## config.mk

```make
export PLATFORM = sky130hd
export DESIGN_NAME = media_byte_channel_adapter
export DESIGN_NICKNAME = d
export VERILOG_FILES = /design/src/design/msbc_pkg.sv /design/src/design/byte_fifo.sv /design/src/design/media_byte_channel_adapter.sv
export SDC_FILE = /design/constraint.sdc
export NUM_CORES = 1
export LEC_CHECK = 0
export BUFFER_PORTS_ARGS = -buffer_cell sky130_fd_sc_hd__buf_4
export CAP_MARGIN = 20
export CORE_UTILIZATION = 55
export CTS_BUF_LIST = sky130_fd_sc_hd__clkbuf_16
export DETAILED_ROUTE_END_ITERATION = 7
export PLACE_DENSITY_LB_ADDON = 0.25
export SYNTH_ARGS = -nofsm -noshare
export SYNTH_HDL_FRONTEND = slang
export SYNTH_HIERARCHICAL = 1
export SYNTH_SLANG_ARGS = --single-unit
```

## constraint.sdc

```tcl
create_clock -name sys_clk_i -period 5.6 [get_ports sys_clk_i]
set_clock_uncertainty 0.05 [all_clocks]
set_input_delay 0.56 -clock sys_clk_i [delete_from_list [all_inputs] [get_ports sys_clk_i]]
set_output_delay 0.56 -clock sys_clk_i [all_outputs]
set_load 0.05 [all_outputs]
```

## src/design/msbc_pkg.sv

```systemverilog
package msbc_pkg;

  // frame geometry: 9 rows of 270 byte columns every 125 us
  localparam int FRAME_ROWS = 9;
  localparam int FRAME_COLS = 270;
  localparam int FRAME_PERIOD_US = 125;
  localparam int FRAME_BYTES = FRAME_ROWS * FRAME_COLS;
  // makeup of the adapted information per frame
  localparam int MS_BYTES = 2403;
  localparam int DCC_BYTES = 3;
  localparam int OW_BYTES = 1;
  localparam int USER_BYTES = 1;
  localparam int MSB_BYTES = 6;

  // media channel fifo shape
  localparam int FIFO_WIDTH = 8;
  localparam int FIFO_DEPTH = 8;

  // position counter limits
  localparam logic [3:0] FIRST_ROW = 4'h1;
  localparam logic [3:0] LAST_ROW = 4'h9;
  localparam logic [8:0] FIRST_COL = 9'h001;
  localparam logic [8:0] LAST_COL = 9'h10E;

  // media specific byte positions (rows 2 and 3)
  localparam logic [3:0] MSB_ROW_LO = 4'h2;
  localparam logic [3:0] MSB_ROW_HI = 4'h3;
  localparam logic [8:0] MSB_COL_A = 9'h002;
  localparam logic [8:0] MSB_COL_B = 9'h003;
  localparam logic [8:0] MSB_COL_C = 9'h005;

  // reserved positions: [2,6] and [3,6], [3,8], [3,9]
  localparam logic [8:0] RSV_COL_A = 9'h006;
  localparam logic [8:0] RSV_COL_B = 9'h008;
  localparam logic [8:0] RSV_COL_C = 9'h009;

  // national use bytes that bypass the scrambler
  localparam logic [3:0] NATIONAL_ROW = 4'h1;
  localparam logic [8:0] NATIONAL_COL_A = 9'h008;
  localparam logic [8:0] NATIONAL_COL_B = 9'h009;

  // fill values and reset values
  localparam logic [7:0] NATIONAL_FILL_BYTE = 8'hAA;
  localparam logic [7:0] MSB_IDLE_BYTE = 8'h55;
  localparam logic [7:0] BYTE_RESET = 8'h00;

  // row and column of one frame byte
  typedef struct packed {
    logic [3:0] row;
    logic [8:0] col;
  } pos_type;

  // one byte of the section stream with its frame marker
  typedef struct packed {
    logic frame_start_pulse;
    logic [7:0] section_adapted_data;
  } beat_type;

  // media slot decode result
  typedef struct packed {
    logic hit;
    logic [2:0] slot;
  } slot_type;

  // advance one byte through the frame
  function automatic pos_type next_pos(pos_type p);
    pos_type n;
    n = p;
    if (p.col == LAST_COL) begin
      n.col = FIRST_COL;
      n.row = (p.row == LAST_ROW) ? FIRST_ROW : p.row + 4'h1;
    end else begin
      n.col = p.col + 9'h001;
    end
    return n;
  endfunction

  // media slot number 0..5 for a position
  function automatic slot_type msb_slot(pos_type p);
    slot_type s;
    s = '0;
    if ((p.row == MSB_ROW_LO) || (p.row == MSB_ROW_HI)) begin
      s.hit = (p.col == MSB_COL_A) || (p.col == MSB_COL_B) || (p.col == MSB_COL_C);
      s.slot = (p.row == MSB_ROW_HI) ? 3'h3 : 3'h0;
      if (p.col == MSB_COL_B) begin
        s.slot = s.slot + 3'h1;
      end
      if (p.col == MSB_COL_C) begin
        s.slot = s.slot + 3'h2;
      end
    end
    return s;
  endfunction

  // reserved positions that stay untouched
  function automatic logic is_reserved(pos_type p);
    return ((p.row == MSB_ROW_LO) && (p.col == RSV_COL_A)) ||
           ((p.row == MSB_ROW_HI) && ((p.col == RSV_COL_A) ||
            (p.col == RSV_COL_B) || (p.col == RSV_COL_C)));
  endfunction

  // national use byte positions
  function automatic logic is_national(pos_type p);
    return (p.row == NATIONAL_ROW) &&
           ((p.col == NATIONAL_COL_A) || (p.col == NATIONAL_COL_B));
  endfunction

endpackage

```

## src/design/byte_fifo.sv

```systemverilog
`timescale 1ns/10ps
module byte_fifo
  import msbc_pkg::*;
#(
  parameter int WIDTH = FIFO_WIDTH,
  parameter int DEPTH = FIFO_DEPTH
) (
  input wire logic sys_clk_i,               // system clock
  input wire logic rstn_i,                  // async reset, active low
  input wire logic wr_valid_i,              // write side offers a word
  output logic wr_ready_o,                  // room for a word
  input wire logic [WIDTH-1:0] wr_data_i,   // word written
  output logic rd_valid_o,                  // a word is held
  input wire logic rd_ready_i,              // read side takes the word
  output logic [WIDTH-1:0] rd_data_o        // oldest word
);

  localparam int AW = $clog2(DEPTH);
  localparam int CW = AW + 1;

  // whole fifo state
  typedef struct packed {
    logic [DEPTH-1:0][WIDTH-1:0] mem;
    logic [AW-1:0] wr_ptr;
    logic [AW-1:0] rd_ptr;
    logic [CW-1:0] count;
    logic wr_rdy;
    logic rd_vld;
  } fifo_state_type;

  fifo_state_type st_ff;   // registered state
  fifo_state_type nxt_st;  // next state
  logic push;              // word accepted
  logic pop;               // word delivered

  assign push = wr_valid_i & st_ff.wr_rdy;
  assign pop = rd_ready_i & st_ff.rd_vld;

  // pointers, storage and flags
  always_comb begin
    nxt_st = st_ff;
    if (push) begin
      nxt_st.mem[st_ff.wr_ptr] = wr_data_i;
      nxt_st.wr_ptr = (st_ff.wr_ptr == AW'(DEPTH - 1)) ? '0 : st_ff.wr_ptr + AW'(1);
    end
    if (pop) begin
      nxt_st.rd_ptr = (st_ff.rd_ptr == AW'(DEPTH - 1)) ? '0 : st_ff.rd_ptr + AW'(1);
    end
    nxt_st.count = st_ff.count + CW'(push) - CW'(pop);
    nxt_st.rd_vld = (nxt_st.count != '0);
    nxt_st.wr_rdy = (nxt_st.count != CW'(DEPTH));
  end

  // state register
  always_ff @(posedge sys_clk_i or negedge rstn_i) begin
    if (!rstn_i) begin
      st_ff <= '0;
    end else begin
      st_ff <= nxt_st;
    end
  end

  assign wr_ready_o = st_ff.wr_rdy;
  assign rd_valid_o = st_ff.rd_vld;
  assign rd_data_o = st_ff.mem[st_ff.rd_ptr];

endmodule

```

## src/design/media_byte_channel_adapter.sv

```systemverilog
`timescale 1ns/10ps
// Summary of operation
// - byte stream framed every 125 us
// - media bytes at rows 2,3 columns 2,3,5
// - reserved positions never carry media data
// - frame holds at most six media bytes
// - unsourced media bytes are idle, not interpreted
// - source inserts fifo bytes at media slots
// - sink extracts six media bytes per frame while msb_sourced_i is set
// - unused national bytes get alternating pattern
// - optional polarization mismatch defect from canceller
module media_byte_channel_adapter
  import msbc_pkg::*;
(
  input wire logic sys_clk_i,                  // system clock, 100 MHz
  input wire logic rstn_i,                     // async reset, active low
  input wire logic frame_byte_clock_i,         // source byte strobe
  input wire beat_type tx_beat_i,              // source stream in
  output beat_type tx_beat_o,                  // source stream out
  output logic tx_byte_clock_o,                // strobe for tx_beat_o
  input wire logic [7:0] media_channel_data_i, // media byte to send
  input wire logic media_channel_valid_i,      // media byte offered
  output logic media_channel_ready_o,          // media byte taken
  input wire logic national_use_unused_i,      // fill national bytes
  input wire logic rx_byte_clock_i,            // sink byte strobe
  input wire beat_type rx_beat_i,              // sink stream in
  input wire logic msb_sourced_i,              // far end sources media
  output logic [7:0] media_channel_data_o,     // media byte received
  output logic media_channel_valid_o,          // received byte pulse
  output logic [2:0] media_channel_slot_o,     // slot 0..5 of that byte
  input wire logic cross_polar_canceller_en_i, // canceller fitted
  input wire logic main_signal_lost_i,         // main path lost
  input wire logic cross_polar_received_i,     // cross path seen as main
  output logic polarization_mismatch_defect_o  // mismatch defect level
);

  // whole block state
  typedef struct packed {
    pos_type tx_pos;      // position of last source byte
    beat_type tx_beat;    // outgoing byte
    logic tx_clk;         // outgoing strobe
    pos_type rx_pos;      // position of last sink byte
    logic [7:0] rx_data;  // extracted byte
    logic rx_vld;         // extracted byte pulse
    logic [2:0] rx_slot;  // extracted slot
    logic mismatch;       // mismatch defect
  } state_type;

  state_type st_ff;     // registered state
  state_type nxt_st;    // next state
  pos_type tx_cur;      // position of current source byte
  pos_type rx_cur;      // position of current sink byte
  slot_type tx_slot;    // media slot at source
  slot_type rx_slot;    // media slot at sink
  logic national_fill;  // national byte to be filled
  logic fifo_vld;       // media byte waiting
  logic fifo_pop;       // media byte consumed
  logic [7:0] fifo_data; // head media byte

  // media bytes wait here until their slot comes round
  byte_fifo #(
    .WIDTH(FIFO_WIDTH),
    .DEPTH(FIFO_DEPTH)
  ) u_media_fifo (
    .sys_clk_i(sys_clk_i),
    .rstn_i(rstn_i),
    .wr_valid_i(media_channel_valid_i),
    .wr_ready_o(media_channel_ready_o),
    .wr_data_i(media_channel_data_i),
    .rd_valid_o(fifo_vld),
    .rd_ready_i(fifo_pop),
    .rd_data_o(fifo_data)
  );

  assign tx_cur = tx_beat_i.frame_start_pulse ? pos_type'({FIRST_ROW, FIRST_COL})
                                              : next_pos(st_ff.tx_pos);
  assign rx_cur = rx_beat_i.frame_start_pulse ? pos_type'({FIRST_ROW, FIRST_COL})
                                              : next_pos(st_ff.rx_pos);

  assign tx_slot = msb_slot(tx_cur);
  assign rx_slot = msb_slot(rx_cur);
  assign national_fill = is_national(tx_cur) & national_use_unused_i;

  // take a media byte only in its slot
  assign fifo_pop = frame_byte_clock_i & tx_slot.hit & fifo_vld;

  // next state of both directions
  always_comb begin
    nxt_st = st_ff;
    nxt_st.tx_clk = frame_byte_clock_i;
    nxt_st.rx_vld = 1'b0;
    // source side: one byte per strobe
    if (frame_byte_clock_i) begin
      nxt_st.tx_pos = tx_cur;
      nxt_st.tx_beat = tx_beat_i;
      if (tx_slot.hit) begin
        // idle fill when nothing is queued
        nxt_st.tx_beat.section_adapted_data = fifo_vld ? fifo_data : MSB_IDLE_BYTE;
      end else if (national_fill) begin
        nxt_st.tx_beat.section_adapted_data = NATIONAL_FILL_BYTE;
      end
    end
    // sink side: one byte per strobe
    if (rx_byte_clock_i) begin
      nxt_st.rx_pos = rx_cur;
      // extract media bytes, only when sourced
      if (rx_slot.hit && msb_sourced_i) begin
        nxt_st.rx_data = rx_beat_i.section_adapted_data;
        nxt_st.rx_slot = rx_slot.slot;
        nxt_st.rx_vld = 1'b1;
      end
    end
    nxt_st.mismatch = cross_polar_canceller_en_i &
                 (main_signal_lost_i | cross_polar_received_i);
  end

  // state register
  always_ff @(posedge sys_clk_i or negedge rstn_i) begin
    if (!rstn_i) begin
      st_ff <= '0;
    end else begin
      st_ff <= nxt_st;
    end
  end

  // outputs straight from the state register
  assign tx_beat_o = st_ff.tx_beat;
  assign tx_byte_clock_o = st_ff.tx_clk;
  assign media_channel_data_o = st_ff.rx_data;
  assign media_channel_valid_o = st_ff.rx_vld;
  assign media_channel_slot_o = st_ff.rx_slot;
  assign polarization_mismatch_defect_o = st_ff.mismatch;

  // helper: media slots seen since frame start
  logic [3:0] msb_seen_ff;

  // count source media slots per frame
  always_ff @(posedge sys_clk_i or negedge rstn_i) begin
    if (!rstn_i) begin
      msb_seen_ff <= 4'h0;
    end else if (frame_byte_clock_i) begin
      if (tx_beat_i.frame_start_pulse) begin
        msb_seen_ff <= {3'h0, tx_slot.hit};
      end else begin
        msb_seen_ff <= msb_seen_ff + {3'h0, tx_slot.hit};
      end
    end
  end
endmodule

```

==> impl_metrics.py, run 1 <==
metrics = {
    "yosys": {
        "synth_nets": 610,
        "avgSynthCellArea_sq_um": 12.1,
        "synth-seq-cells": 125,
        "cell_types_with_the_largest_area_share_after_synthesis": "sky130_fd_sc_hd__dfrtp_1 47%, sky130_fd_sc_hd__mux2_2 12%, sky130_fd_sc_hd__mux4_2 5.4%",
        "yosys.cell_types.count": 72,
        "netlist.top_cell.by_area": "sky130_fd_sc_hd__dfrtp_1",
        "synth_flop_cell": "sky130_fd_sc_hd__dfrtp_1",
        "netlist_instances": 555,
        "synth_async_sr_flop_share_pct": 100,
        "synth_top_area_share_pct": 46.6,
        "part_of_the_yosys_area_used_for_sequential_elements_pct": 46.6,
        "synth-edff-count": 0,
        "synth.cell_area_sq_um": 6710,
        "synth-warning-count": 6,
    },
    "grt": {
        "maximum_number_of_pins_on_one_net_before_global_route_repair": 67,
        "initial_antenna_violation_count": 0,
        "tot_gr_track_use_pct": 24.8,
        "overflow": 0,
        "grt_pass1_vias": 4791,
        "first_pass_grt_wire_length_mm": 24.2,
    },
    "worst_setup_path": {
        "timing.critical_path.slowest_stage_cell": "sky130_fd_sc_hd__dfrtp_1",
        "critical_r2r_capture": "u_media_fifo/rd_valid_o$_DFF_PN0_",
        "worstPathMaxFanout": 14,
        "rrSetupSlack_ps": 1510,
        "cpPeakStageDelay_ps": 570,
        "cp.depth": 17,
        "cp_num_buf_inv": 6,
        "data_required_time_at_the_worst_endpoint_ps": 5850,
        "setup.worst_path.start_class": "flip-flop",
        "crit_family": "adder cells",
        "worstPathCellList": "inv_1 -> ha_1 -> and3b_1 -> o311ai_0 -> o22a_1 -> nand4bb_1 -> inv_2 -> nand2_1 -> inv_1 -> ha_1 -> inv_1 -> ha_1 -> inv_1 -> fa_1 -> inv_1 -> nor3_1 -> a21bo_2",
        "timing.critical_path.mode_cell": "sky130_fd_sc_hd__inv_1",
        "worst_ep_arrival_time_ps": 4340,
        "worstSetupEndpointType": "flip-flop",
        "crit_path_end": "u_media_fifo/rd_valid_o$_DFF_PN0_",
        "worst_r2r_path_depth": 17,
        "worst-setup-path-type": "reg -> reg",
        "worst_setup_path_startpoint": "st_ff[36]$_DFFE_PN0P_",
        "regToRegStartpoint": "st_ff[36]$_DFFE_PN0P_",
    },
    "routing": {
        "drcViolationCount": 0,
        "first_iter_violations": 213,
        "ant_nets": 0,
        "dr_total_vias": 4509,
        "vias_per_cell": 6.04,
        "number_of_detailed_routing_iterations_run_before_antenna_repair": 5,
        "postRouteWirelength_mm": 14.1,
        "wire_per_inst_um": 18.8,
    },
    "sta": {
        "min_period_over_period_pct": 73.0,
        "period_needed_ps": 4090,
        "worst_pin_slew_ps": 944,
        "worst_slew_margin_rel_pct": 36.6,
        "setup_violations": 0,
        "setup_tns_ps": 0,
        "fmax_mhz": 245,
        "final.hold.worst_slack_ps": 215,
        "rsz0062_at_grt": "no",
        "finalHoldViolCount": 0,
        "final_count_of_pins_violating_max_slew": 0,
    },
    "layout": {
        "mostFrequentLayoutCell": "sky130_fd_sc_hd__dfrtp_1",
        "layout_cells_sized_above_1_pct": 36.6,
        "most-common-layout-cells": "125 x sky130_fd_sc_hd__dfrtp_1, 71 x sky130_fd_sc_hd__mux2_2, 61 x sky130_fd_sc_hd__buf_4",
        "antennaDiodeCount": 0,
        "fillers": 874,
        "flow.area_growth_from_synthesis_pct": 14.6,
        "post_layout_net_count": 647,
    },
    "floorplanning": {
        "die_x_um": 112,
        "coreArea_sq_um": 11700,
        "initial_utilization_pct": 57.5,
        "placementRows": 39,
        "floorplan.die_area_sq_um": 12600,
        "boundaryPins": 60,
        "die_h_um": 112,
    },
    "job": {
        "cap_violations": 0,
    },
    "clocking": {
        "post_cts.repair.setup_buffers": 0,
        "tritoncts_num_sinks": 125,
        "cts_tree": "yes",
        "postCtsResizedCells": 0,
        "cts_hold_buffers": 0,
        "ctsRootBufferMaster": "sky130_fd_sc_hd__clkbuf_16",
        "ctsHtreeMaxLevel": 4,
        "clockBufferDepth": 2,
        "cts_buffers": 17,
        "clkLatencyLatePin_ps": 410,
        "clkTransAtPathRegs_ps": 60,
    },
    "placement": {
        "place.port_buffers": 59,
        "gp_congestion": 0.843,
        "dp_hpwl_mm": 9.53,
    },
    "power": {
        "vdd.ir_drop.worst_mv": 0.239,
        "power.static_leakage_nw": 3.38,
        "power-per-cell-area_nw_per_um2": 477,
    },
    "worst_hold_path": {
        "worstHoldPathType": "in -> async",
    },
    "outcome": {
        "status": "completed",
    },
}
flip-flops by register name, summed over array words and instances (netlist names):
| register | cells |
|---|---|
| st_ff | 26 |
| media_channel_data_o | 8 |
| tx_beat_o | 9 |
| tx_byte_clock_o | 1 |
| u_media_fifo/st_ff | 74 |
| u_media_fifo/wr_ready_o | 1 |
| media_channel_valid_o | 1 |
| u_media_fifo/rd_valid_o | 1 |
| media_channel_slot_o | 3 |
| polarization_mismatch_defect_o | 1 |
power by group:
| group | switching (mW) | internal, mW | leakage [nW] |
|---|---|---|---|
| Sequential | 0.242 | 1.20 | 1.54 |
| Combinational | 0.434 | 0.627 | 1.53 |
| Clock | 0.386 | 0.780 | 0.311 |
| Total | 1.06 | 2.61 | 3.38 |
per-layer routing:
metal | track usage, % | routed length, um | vias up
met3 | 5.45 | 539 | 19
li1 | - | - | 2093
met5 | 0 | 0 | -
met1 | 32.8 | 6330 | 2293
met4 | 10.3 | 211 | 0
met2 | 39.7 | 7000 | 104
layout make-up:
cell class	count	area [sq um]	share of cell area [%]
multi-input cells	366	3220	41.9
flip-flops and latches	125	3130	40.7
repair buffers	61	458	5.96
clock buffers	17	425	5.53
clock inverters	14	200	2.60
well taps	143	179	2.33
inverters	21	78.8	1.03
how the worst min path moves through the flow:
stage / cells after the start / startpoint / slack, ps / endpoint
global route: 1 / rstn_i / 280 / u_media_fifo/st_ff[25]$_DFFE_PN0P_
floorplan: 0 / rstn_i / 210 / media_channel_data_o[0]$_DFFE_PN0P_
detailed placement: 1 / media_channel_data_o[5]$_DFFE_PN0P_ / 440 / media_channel_data_o[5]$_DFFE_PN0P_
CTS: 1 / rstn_i / 240 / u_media_fifo/st_ff[17]$_DFFE_PN0P_
finish: 1 / rstn_i / 220 / u_media_fifo/st_ff[17]$_DFFE_PN0P_
global placement: 1 / media_channel_data_o[5]$_DFFE_PN0P_ / 420 / media_channel_data_o[5]$_DFFE_PN0P_
per-stage QoR:
stage	instances	power, mW	utilization, %	cell area, sq um	setup slack [ps]
3_3_place_gp	716	2.44	60.6	7060	1720
6_report	747	3.67	65.9	7690	1510
2_1_floorplan	555	2.26	-	6710	1850
3_5_place_dp	716	2.51	60.6	7060	1570
5_1_grt	747	3.87	65.9	7690	1160
4_1_cts	747	3.70	65.9	7690	1540
Yosys cell counts (all sizes together) (3+ instances only):
cell type and count:
dfrtp 125, mux2 89, nand2 33, buf 30, nor2 27, o21ai 24
inv 21, ha 18, a21oi 17, mux4 16, clkbuf 13, nand3 13
nand4 8, nor3 8, o31ai 8, and3 7, o22ai 7, nor2b 6
xnor2 6, a21o 5, a22oi 5, nor4 5, and2 4, nand2b 4
o211ai 4, or3 4, a211oi 3, nand4bb 3, nor3b 3, o21a 3
o2bb2ai 3, xor2 3
kinds of logic after synthesis:
group / share of synthesized area, %
adder cells (fa/ha/maj): 3.65
multiplexers: 21.4
AO/OA/AOI/OAI: 9.17
XOR/XNOR: 1.17
buffers and inverters: 5.41
AND/OR/NAND/NOR: 12.6
flip-flops: 46.6
No activity file was read; power rests on OpenSTA's default activity.
==> inputs of run 2 (changes only) <==
==> constraint.sdc (replaced) <==
create_clock -name sys_clk_i -period 4.15 [get_ports sys_clk_i]
set_clock_uncertainty 0.05 [all_clocks]
set_input_delay 0.415 -clock sys_clk_i [delete_from_list [all_inputs] [get_ports sys_clk_i]]
set_output_delay 0.415 -clock sys_clk_i [all_outputs]
set_load 0.05 [all_outputs]
==> run 2 against run 1 <==
Against the previous run:
- final cell count up 0.67%
- utilization down 0.24 points
- critical path type unchanged
- largest cell class unchanged
- combinational power up 35%
- largest power group unchanged
- hold slack lost 64 ps
- cell area down 0.36%
- critical endpoint unchanged
- non-clock buffer count rose by 5
- via count is 0.47% lower
- fmax increased by 5.8%
- global-route usage shrank 0.44 points
- highest routed layer unchanged
- critical path depth decreased by 1
==> impl_metrics.py, run 2 (same netlist as run 1, synthesis figures left out) <==
metrics = {
    "layout": {
        "final-instance-count-excl-fill": 752,
        "flow.area_growth_from_synthesis_pct": 14.2,
        "largest_register_ffs": 74,
        "registers.top_by_ff_count": "u_media_fifo/st_ff",
        "most-common-layout-cells": "125 x sky130_fd_sc_hd__dfrtp_1, 71 x sky130_fd_sc_hd__mux2_2, 64 x sky130_fd_sc_hd__buf_4",
        "layout_cells_sized_above_1_pct": 36.3,
        "postLayoutCoreUtil_pct": 65.7,
        "antennaDiodeCount": 0,
        "post_layout_net_count": 652,
        "mostFrequentLayoutCell": "sky130_fd_sc_hd__dfrtp_1",
    },
    "worst_setup_path": {
        "cp_num_buf_inv": 5,
        "data_required_time_at_the_worst_endpoint_ps": 4400,
        "worstPathCellList": "ha_1 -> and3b_1 -> o311ai_0 -> o22a_1 -> nand4bb_1 -> inv_2 -> nand2_1 -> inv_1 -> ha_1 -> inv_1 -> ha_1 -> inv_1 -> fa_1 -> inv_1 -> nor3_1 -> a21bo_2",
        "worst-setup-path-type": "reg -> reg",
        "crit_family": "adder cells",
        "cp.depth": 16,
        "timing.critical_path.mode_cell": "sky130_fd_sc_hd__inv_1",
        "worst_ep_arrival_time_ps": 4120,
        "cpPeakStageDelay_ps": 490,
        "setup.worst_path.start_class": "flip-flop",
        "worstPathMaxFanout": 11,
        "timing.critical_path.slowest_stage_cell": "sky130_fd_sc_hd__dfrtp_1",
        "worstSetupEndpointType": "flip-flop",
        "worst_r2r_path_depth": 16,
    },
    "clocking": {
        "ctsHtreeMaxLevel": 4,
        "clockBufferDepth": 2,
        "cts_buffers": 17,
        "post_cts.repair.setup_buffers": 0,
        "ctsRootBufferMaster": "sky130_fd_sc_hd__clkbuf_16",
        "clkLatencyLatePin_ps": 420,
        "cts_tree": "yes",
        "clkTransAtPathRegs_ps": 60,
        "tritoncts_num_sinks": 125,
    },
    "grt": {
        "initial_antenna_violation_count": 0,
        "grt_pass1_vias": 4687,
        "first_pass_grt_wire_length_mm": 23.6,
        "overflow": 0,
        "tot_gr_track_use_pct": 24.3,
        "maximum_number_of_pins_on_one_net_before_global_route_repair": 78,
    },
    "worst_hold_path": {
        "worstHoldPathCells": 2,
        "worstHoldPathType": "in -> reg",
    },
    "routing": {
        "drcViolationCount": 0,
        "dr_total_vias": 4488,
        "wire_per_inst_um": 18.6,
        "vias_per_cell": 5.97,
        "number_of_detailed_routing_iterations_run_before_antenna_repair": 6,
        "first_iter_violations": 269,
        "postRouteWirelength_mm": 14.0,
        "ant_nets": 0,
    },
    "floorplanning": {
        "coreArea_sq_um": 11700,
        "die_x_um": 112,
        "boundaryPins": 60,
        "floorplan.die_area_sq_um": 12600,
        "die_h_um": 112,
        "initial_utilization_pct": 57.5,
        "placementRows": 39,
    },
    "power": {
        "vdd.ir_drop.worst_mv": 0.336,
        "power.static_leakage_nw": 3.39,
        "power-per-cell-area_nw_per_um2": 619,
        "report.power.total_mw": 4.74,
    },
    "sta": {
        "rsz0062_at_grt": "no",
        "setup_violations": 0,
        "setup_tns_ps": 0,
        "final_count_of_pins_violating_max_slew": 0,
        "worst_slew_margin_rel_pct": 34.6,
        "worst_pin_slew_ps": 973,
        "min_period_over_period_pct": 93.1,
        "finalHoldViolCount": 0,
        "period_needed_ps": 3860,
        "fmax_mhz": 259,
    },
    "job": {
        "cap_violations": 0,
    },
    "placement": {
        "dp_hpwl_mm": 9.53,
        "numPlacedInstances": 719,
        "place.port_buffers": 59,
        "gp_congestion": 0.889,
    },
    "outcome": {
        "status": "completed",
    },
}
## run 2: where the power goes
| part | switching, mW | internal (mW) | total [mW] | leakage [nW] |
|---|---|---|---|---|
| combinational | 0.584 | 0.850 | 1.43 | 1.56 |
| sequential | 0.313 | 1.62 | 1.93 | 1.54 |
| clock | 0.514 | 0.857 | 1.37 | 0.282 |
## run 2: stage by stage
stage	area [sq um]	hold WS (ps)	worst slack, ps
global placement	7090	422	504
global route	7660	155	63.6
CTS	7620	141	297
floorplan	6710	69.4	396
finish	7660	151	286
detailed placement	7090	436	332
## run 2: path summary, 6_finish.rpt
check	end	startpoint	slack (ps)
worst max-delay path	u_media_fifo/rd_valid_o$_DFF_PN0_	st_ff[37]$_DFFE_PN0P_	290
worst min register to register	media_channel_data_o[5]$_DFFE_PN0P_	media_channel_data_o[5]$_DFFE_PN0P_	450
worst min-delay path	polarization_mismatch_defect_o$_DFF_PN0_	main_signal_lost_i	150
max in group asynchronous	u_media_fifo/st_ff[10]$_DFFE_PN0P_	rstn_i	2820
worst max register to register	u_media_fifo/rd_valid_o$_DFF_PN0_	st_ff[37]$_DFFE_PN0P_	290
min in group asynchronous	u_media_fifo/st_ff[73]$_DFFE_PN0P_	rstn_i	310
## run 2: timing repair
item	in CTS	in global routing
hold buffers	0	1
hold endpoints to repair	0	6
resized for setup	0	0
## run 2: cell type report
cell class / instances / area, sq um
Tap cell: 143 / 179
Clock inverter: 14 / 113
Inverter: 21 / 78.8
Sequential cell: 125 / 3130
Timing Repair Buffer: 66 / 518
Multi-Input combinational cell: 366 / 3220
Fill cell: 880 / 4000
Clock buffer: 17 / 425
## run 2: routing by layer
layer | track usage (%) | wire [um]
met1 | 32.8 | 6440
met3 | 6.21 | 550
met2 | 38.6 | 6810
met5 | 0 | 0
met4 | 8.36 | 174
